`src/cpie_map.svh`:
```
/*
 * Register offsets, bit positions and reset values of the
 * comparator, PWM and ADC interrupt enable bank.
 * Assumes a 4-bit register address and 16-bit data.
 */
`ifndef CPIE_MAP_SVH
`define CPIE_MAP_SVH

// ------------------------------------------------------------
// Offsets
// ------------------------------------------------------------
`define CPIE_OFF_BANK5      4'h0
`define CPIE_OFF_BANK6      4'h2

// ------------------------------------------------------------
// Bank 5 fields
// ------------------------------------------------------------
`define CPIE_B5_CMP3        8
`define CPIE_B5_CMP2        7
`define CPIE_B5_PWM4        1
`define CPIE_B5_PWM3        0
`define CPIE_B5_MASK        16'h0183

// ------------------------------------------------------------
// Bank 6 fields
// ------------------------------------------------------------
`define CPIE_B6_PAIR6       4
`define CPIE_B6_PAIR5       3
`define CPIE_B6_PAIR4       2
`define CPIE_B6_PAIR3       1
`define CPIE_B6_PAIR2       0
`define CPIE_B6_MASK        16'h001f

// ------------------------------------------------------------
// Reset values
// ------------------------------------------------------------
`define CPIE_B5_RESET       16'h0000
`define CPIE_B6_RESET       16'h0000

`endif

```
`src/cpie_pkg.sv`:
```
/*
 * Types shared by the interrupt enable bank.
 * Assumes nothing beyond a SystemVerilog package scope.
 */
package cpie_pkg;

   // ------------------------------------------------------------
   // Register word and decoded selection
   // ------------------------------------------------------------
   typedef logic [15:0] cpie_word_t;

   typedef enum logic [1:0] {
      CPIE_SEL_NONE,
      CPIE_SEL_BANK5,
      CPIE_SEL_BANK6
   } cpie_sel_t;

endpackage

```
`src/cpie_enable_bank.sv`:
```
/*
 * Interrupt enable bank for analog comparators 2 and 3, PWM
 * generators 3 and 4 and ADC pairs 2 to 6. Two 16-bit registers
 * gate the raw requests onto registered request outputs.
 * Assumes requests come from logic on ref_clk_in and a simple
 * strobe bus: read data appear the cycle after the read strobe.
 */
// Implementation choices: the register addresses and the strobed register port.
`include "cpie_map.svh"

module cpie_enable_bank #(
   parameter int ADDR_W = 4
) (
   input  wire logic              ref_clk_in,
   input  wire logic              rst_in,
   input  wire logic [ADDR_W-1:0] addr_in,
   input  wire logic [15:0]       wdata_in,
   input  wire logic              wr_in,
   input  wire logic              rd_in,
   output logic [15:0]            rdata_out,
   input  wire logic [1:0]        cmp_req_in,
   input  wire logic [1:0]        pwm_req_in,
   input  wire logic [4:0]        adc_req_in,
   output logic [1:0]             cmp_irq_out,
   output logic [1:0]             pwm_irq_out,
   output logic [4:0]             adc_irq_out
);

   // ------------------------------------------------------------
   // Parameter check
   // ------------------------------------------------------------
   // Offsets are 4-bit constants, so a narrower address cannot hold them
   if (ADDR_W < 4) begin : g_bad_addr
      $error("cpie_enable_bank: ADDR_W must be at least 4");
   end

   // ------------------------------------------------------------
   // Address decode
   // ------------------------------------------------------------
   cpie_pkg::cpie_sel_t sel;

   // Upper address bits must be zero, else the access is unmapped
   always_comb begin
      sel = cpie_pkg::CPIE_SEL_NONE;
      if (addr_in == ADDR_W'(`CPIE_OFF_BANK5)) begin
         sel = cpie_pkg::CPIE_SEL_BANK5;
      end else if (addr_in == ADDR_W'(`CPIE_OFF_BANK6)) begin
         sel = cpie_pkg::CPIE_SEL_BANK6;
      end
   end

   // ------------------------------------------------------------
   // Enable registers
   // ------------------------------------------------------------
   cpie_pkg::cpie_word_t bank5_q;
   cpie_pkg::cpie_word_t bank5_d;
   cpie_pkg::cpie_word_t bank6_q;
   cpie_pkg::cpie_word_t bank6_d;

   // Masking at write time keeps unused bits at zero for good
   always_comb begin
      bank5_d = bank5_q;
      bank6_d = bank6_q;
      if (wr_in && sel == cpie_pkg::CPIE_SEL_BANK5) begin
         bank5_d = wdata_in & `CPIE_B5_MASK;
      end
      if (wr_in && sel == cpie_pkg::CPIE_SEL_BANK6) begin
         bank6_d = wdata_in & `CPIE_B6_MASK;
      end
   end

   // Power-on state: every source blocked
   always_ff @(posedge ref_clk_in) begin
      if (rst_in) begin
         bank5_q <= `CPIE_B5_RESET;
         bank6_q <= `CPIE_B6_RESET;
      end else begin
         bank5_q <= bank5_d;
         bank6_q <= bank6_d;
      end
   end

   // ------------------------------------------------------------
   // Read path
   // ------------------------------------------------------------
   logic [15:0] rdata_d;
   logic [15:0] rdata_q;

   // Data stand for one cycle only; unmapped reads give zero
   always_comb begin
      rdata_d = 16'h0000;
      if (rd_in) begin
         case (sel)
            cpie_pkg::CPIE_SEL_BANK5: begin
               rdata_d = bank5_q & `CPIE_B5_MASK;
            end
            cpie_pkg::CPIE_SEL_BANK6: begin
               rdata_d = bank6_q & `CPIE_B6_MASK;
            end
            default: begin
               rdata_d = 16'h0000;
            end
         endcase
      end
   end

   always_ff @(posedge ref_clk_in) begin
      if (rst_in) begin
         rdata_q <= 16'h0000;
      end else begin
         rdata_q <= rdata_d;
      end
   end

   assign rdata_out = rdata_q;

   // ------------------------------------------------------------
   // Request gating
   // ------------------------------------------------------------
   logic [1:0] cmp_en;
   logic [1:0] pwm_en;
   logic [4:0] adc_en;
   logic [1:0] cmp_irq_d;
   logic [1:0] cmp_irq_q;
   logic [1:0] pwm_irq_d;
   logic [1:0] pwm_irq_q;
   logic [4:0] adc_irq_d;
   logic [4:0] adc_irq_q;

   // Index 0 is comparator 2 / PWM 3, index 1 comparator 3 / PWM 4
   assign cmp_en[0] = bank5_q[`CPIE_B5_CMP2];
   assign cmp_en[1] = bank5_q[`CPIE_B5_CMP3];
   assign pwm_en[0] = bank5_q[`CPIE_B5_PWM3];
   assign pwm_en[1] = bank5_q[`CPIE_B5_PWM4];

   // ADC pair n+2 sits on bank6 bit n
   assign adc_en[4] = bank6_q[`CPIE_B6_PAIR6];
   assign adc_en[3] = bank6_q[`CPIE_B6_PAIR5];
   assign adc_en[2] = bank6_q[`CPIE_B6_PAIR4];
   assign adc_en[1] = bank6_q[`CPIE_B6_PAIR3];
   assign adc_en[0] = bank6_q[`CPIE_B6_PAIR2];

   // Plain AND per source; a one lets the request through
   always_comb begin
      cmp_irq_d = cmp_req_in & cmp_en;
      pwm_irq_d = pwm_req_in & pwm_en;
   end

   genvar gi;
   generate
      for (gi = 0; gi < 5; gi++) begin : g_adc
         always_comb begin
            adc_irq_d[gi] = adc_req_in[gi] & adc_en[gi];
         end
      end
   endgenerate

   // One cycle of latency buys clean, glitch-free outputs
   always_ff @(posedge ref_clk_in) begin
      if (rst_in) begin
         cmp_irq_q <= 2'h0;
         pwm_irq_q <= 2'h0;
         adc_irq_q <= 5'h00;
      end else begin
         cmp_irq_q <= cmp_irq_d;
         pwm_irq_q <= pwm_irq_d;
         adc_irq_q <= adc_irq_d;
      end
   end

   assign cmp_irq_out = cmp_irq_q;
   assign pwm_irq_out = pwm_irq_q;
   assign adc_irq_out = adc_irq_q;
endmodule

```
`config.mk`:
```
export PLATFORM = sky130hd
export DESIGN_NAME = cpie_enable_bank
export DESIGN_NICKNAME = d
export VERILOG_FILES = /design/src/cpie_pkg.sv /design/src/cpie_enable_bank.sv
export VERILOG_INCLUDE_DIRS = /design/src
export SDC_FILE = /design/constraint.sdc
export NUM_CORES = 1
export LEC_CHECK = 0
export BUFFER_PORTS_ARGS = -buffer_cell sky130_fd_sc_hd__buf_2
export CORE_AREA = 2 2 53 55
export CTS_CLUSTER_SIZE = 12
export DETAILED_ROUTE_END_ITERATION = 8
export DIE_AREA = 0 0 55 57
export GPL_ROUTABILITY_DRIVEN = 0
export HOLD_SLACK_MARGIN = 0.05
export PLACE_DENSITY = 0.69
export SYNTH_ARGS = -nofsm -noshare
export SYNTH_HDL_FRONTEND = slang
export SYNTH_SLANG_ARGS = --single-unit
```
`constraint.sdc`:
```
create_clock -name ref_clk_in -period 1.35 [get_ports ref_clk_in]
set_input_delay 0.135 -clock ref_clk_in [delete_from_list [all_inputs] [get_ports ref_clk_in]]
set_output_delay 0.135 -clock ref_clk_in [all_outputs]
set_load 0.05 [all_outputs]
```
---- Yosys cells after proc, flatten, opt, wreduce, memory -nomap -nowiden ----
Cells that the tools add are included.
word-level totals
  bits in registers ....................... 34
  word-level logic and storage cells ...... 24
  latch bits .............................. 0
  input port bits ......................... 33
  bits in read-only memories .............. 0
  memories kept ........................... 0
  bits in writable memories ............... 0
operators by class
  reduce and logical (&&, ||, !) cells .... 4
  $mul .................................... 0
  $lt $le $gt $ge ......................... 0
  divide/modulo/power cells ............... 0
  shift operators ......................... 0
  add/sub/neg operators ................... 0
  equality and inequality tests ........... 3
  multiplexer cells ....................... 3
  bitwise logic cells ..................... 8
operator list
  kind                                           number
  case mux 9 bit (2 select lines)                1
  AND 1 bit                                      5
  AND 2 bit                                      2
  == test 4 x 2 -> 1 bit, second input constant  1
  zero test 4 bit                                1
  2-to-1 mux 2 bit                               2
  == test 2 x 1 -> 1 bit, second input constant  1
  == test 2 bit, second input constant           1
  logical AND 1 bit                              2
  OR reduction 2 bit                             1
  inverter 1 bit                                 1

---- Logic depth before layout (Yosys ltp) ----
  depth after elaboration ................. 5
  depth in mapped cells ................... 4
  mapped depth without buffers ............ 3

---- Worst setup path before layout ----
No wires, ideal clock.
  path kind ............................... input-to-reg
  from .................................... input port addr_in[3]
  to ...................................... register bank6_q[0]
  stages on the path ...................... 4
  buffers on the path ..................... 1
  setup slack ............................. 0.488 ns
  arrival time ............................ 0.791 ns
  cells stage by stage .................... nor3_4 -> and3_1 -> buf_6 -> mux2i_1
between the ends
  word-level cells in the longest chain between the ends .. 5
  elaborated cells between the ends (all ways) .. 6
RTL lines
  element                 RTL line                source
  start: declaration      cpie_enable_bank.sv:16  input wire logic [ADDR_W-1:0] addr_in,
  == test 4 x 2 -> 1 bit  cpie_enable_bank.sv:47  end else if (addr_in == ADDR_W'(`CPIE_OFF_BANK6)) begin
  2-to-1 mux 2 bit        cpie_enable_bank.sv:47
  2-to-1 mux 2 bit *      cpie_enable_bank.sv:45  if (addr_in == ADDR_W'(`CPIE_OFF_BANK5)) begin
  == test 2 bit *         cpie_enable_bank.sv:67  if (wr_in && sel == cpie_pkg::CPIE_SEL_BANK6) begin
  logical AND 1 bit *     cpie_enable_bank.sv:67
  end signal: assignment  cpie_enable_bank.sv:76  bank6_q <= `CPIE_B6_RESET;
  end signal: assignment  cpie_enable_bank.sv:79  bank6_q <= bank6_d;
  end: declaration        cpie_enable_bank.sv:57  cpie_pkg::cpie_word_t bank6_q;
Mark *: on every way between the ends. The rest lies on a longest branch, timed or not.
A chain may end at the register's enable or synchronous reset.

---- Worst setup path in the final report ----
  from .................................... register pwm_irq_q[1] (netlist: pwm_irq_out[1])
  to ...................................... output port pwm_irq_out[1]
RTL lines
  element                   RTL line                 source
  start: declaration        cpie_enable_bank.sv:126  logic [1:0] pwm_irq_q;
  start signal: assignment  cpie_enable_bank.sv:166  pwm_irq_q <= pwm_irq_d;
  end: declaration          cpie_enable_bank.sv:25   output logic [1:0] pwm_irq_out,
No word-level cell between the ends.

==> results.md <==
- Status: complete, no violations
- DRC Markers: 0
- Max incr delay on CP: 0.34 ns
- Clk Latency, worst-skew pair: 0.30 ns
- Final count of pins violating max slew: 0
- Finish-stage setup viols: 0
- Initial antenna violation count: 0
- Share of layout cells above drive strength 1: 31.94%
- Clk buf depth: 2
- Die Area: 3135 um^2
- Root Buffer: clkbuf_4
- Post-DP HPWL: 1.344 mm
- R2R cell count: 2
- Top Ports: 58
- Post-route setup slack: 0.3172 ns
- R2R Path Start: bank6_q[1]$_SDFFE_PP0P_
- Post-synth top area cell: dfxtp_1
- Share of the synthesized area in the top cell type: 51.48%
- Mapped cell area: 972.2 um^2
- Routed wire length per instance: 10.65 um
- Post-synthesis xor/xnor area fraction: 0%
- Simple-gate share of the synthesized area: 27.41%
- Worst setup EP type: output pin
- Largest net degree at the start of global routing: 28
- Tcrit/Tclk final: 76.50%
- Antenna fix cells: 0
- Area contributors post-synth: dfxtp_1 (51%), mux2i_1 (11%), nand2b_1 (10%)
- Die Y: 57 um
- CTS tree: yes
- Leak pwr: 0.6066 nW
- Vias in the first global route: 708
- Largest delay share family, worst path: flip-flops
- Nets@finish: 178
- H-tree levels: 1
- CP bufs+invs: 1
- Tot GR Track Use: 12.04%
- Synth Area in Compound Gates: 0%
- Unrepaired setup endpoints after global routing: false
- IO Port Bufs: 39
- Sequential cell area fraction in the yosys report: 51.48%
- R2R setup slack: 0.70 ns
- Sink Count: 25
- Worst Path Arrival: 0.90 ns
- Main combinational cell family by area after synthesis: simple AND/OR/NAND/NOR gates
- Grt total ovfl: 0
- Iter 0 DRT Violations: 15
- Worst Setup Start Kind: flop
- Worst path depth: 1
- Vias/cell: 4.280
- Post-synth cell types: 15
- TritonRoute pass-1 iters: 4
- Synth Register Bits: 25
- F_max: 0.9682 GHz
- Core Rows: 19
- Worst endpoint required time: 1.22 ns
- Critical setup path kind: flop to output pin
- Reg2reg end: rdata_out[1]$_SDFF_PP0_
- Final Skew: 0.002807 ns
- Tmin final: 1.033 ns
- Initial Util: 37.18%
- Layout area overhead: 29.86%
- Fillers: 269
- Total Power: 0.001226 W
- First-pass GRT wire length: 2.739 mm
- Num CTS Buffers: 3
- Count of final hold-check violations: 0
- Hold_ws: 0.07729 ns
- Max_cap viols: 0
- CP Capture Point: pwm_irq_out[1]
- WL final: 1.863 mm
- DP Worst Slack: 0.1692 ns
- Pwr/cell area: 971.1 nW/um^2
- Critical-path cell list: buf_2
- Hold WC Path Type: input pin to flop
- Clock edge transition at the registers on the reported setup and hold paths: 0.13 ns
- Setup TNS: 0 ns
- Syn_area_per_cell: 10.02 um^2
- Post-synthesis adder-cell area fraction: 0%
- Post-synthesis mux area share: 11.33%
- Post-route ant nets: 0
- Peak supply drop: 0.4416 mV
- Cells after Synth: 97
- CP max-delay cell: dfxtp_1
- Die Width: 55 um
- Yosys warns: 0
- Core ar.: 2615 um^2
- CP startpoint: pwm_irq_out[1]$_SDFF_PP0_
- CP max FO: 1
- Via Count: 749
## layer usage
metal	part of all wire (%)	global-route usage (%)	wire length (um)
met4	1.4	6.272	27
met2	50	21.77	931
met5	0	0	0
met3	6.6	1.571	123
met1	42	13.00	781
## cells in the final DEF (no fill, tap or decap)
master / instances
and3_1: 4
and3b_2: 2
buf_2: 39
clkbuf_4: 3
clkinv_2: 1
conb_1: 9
dfxtp_1: 25
dlygate4sd3_1: 9
mux2i_1: 11
nand2_1: 9
nand2b_1: 16
nand3b_1: 2
nor2_1: 11
nor3_4: 1
nor3b_1: 2
## what timing repair did
item	4_1_cts	5_1_grt
buffers inserted	0	0
gates resized for setup	0	0
hold buffers	9	0
endpoints found under the hold margin	9	0
## power by group
group	internal, W	total [W]	switching [W]	leakage [nW]
clock network	0.000110	0.000323	0.000212	0.0177
logic	0.0000597	0.000158	0.0000983	0.387
registers	0.000742	0.000745	0.00000282	0.201
total	0.000913	0.00123	0.000313	0.607
## registers in the layout, indices dropped and copies added, names as in the netlist
register,cells
rdata_out,7
pwm_irq_out,2
bank5_q,4
bank6_q,5
cmp_irq_out,2
adc_irq_out,5
## synth_stat cells
library cell	instances
nand2_1	9
dfxtp_1	25
buf_4	9
clkbuf_1	2
nor3_4	1
and3_1	4
nand2b_1	16
nor2_1	11
buf_6	1
buf_2	1
and3b_2	2
nor3b_1	2
nand3b_1	2
mux2i_1	11
conb_1	1
## worst min-delay path by stage
stage / startpoint / cells past startpoint / slack [ns] / endpoint
2_1_floorplan: cmp_req_in[0] / 2 / 0.26 / cmp_irq_out[0]$_SDFF_PP0_
3_3_place_gp: adc_req_in[4] / 3 / 0.35 / adc_irq_out[4]$_SDFF_PP0_
3_5_place_dp: cmp_req_in[1] / 3 / 0.36 / cmp_irq_out[1]$_SDFF_PP0_
4_1_cts: wdata_in[4] / 3 / 0.08 / bank6_q[4]$_SDFFE_PP0P_
5_1_grt: wdata_in[8] / 3 / 0.07 / bank5_q[8]$_SDFFE_PP0P_
6_report: wdata_in[4] / 3 / 0.08 / bank6_q[4]$_SDFFE_PP0P_
## metrics by stage
step	std cells	cell area [um^2]	util, %
final	175	1262	48.28
after global routing	175	1262	48.28
after CTS	175	1262	48.28
after detailed placement	162	1145	43.78
after global placement	162	1145	43.78
after floorplan	105	1002	-
## logic make-up after synthesis
group         Yosys count
simple gates           47
flops                  25
buf+inv                13
mux                    11
other cells             1
## final cells by class
| class | instances | area (um^2) | share of cell area [%] |
|---|---|---|---|
| flip-flops and latches | 25 | 500.5 | 39.64 |
| multi-input cells | 67 | 410.4 | 32.51 |
| repair buffers | 48 | 285.3 | 22.60 |
| well taps | 31 | 38.79 | 3.072 |
| clock buffers | 3 | 22.52 | 1.784 |
| clock inverters | 1 | 5.005 | 0.3964 |
(Power assumes the default switching activity.)
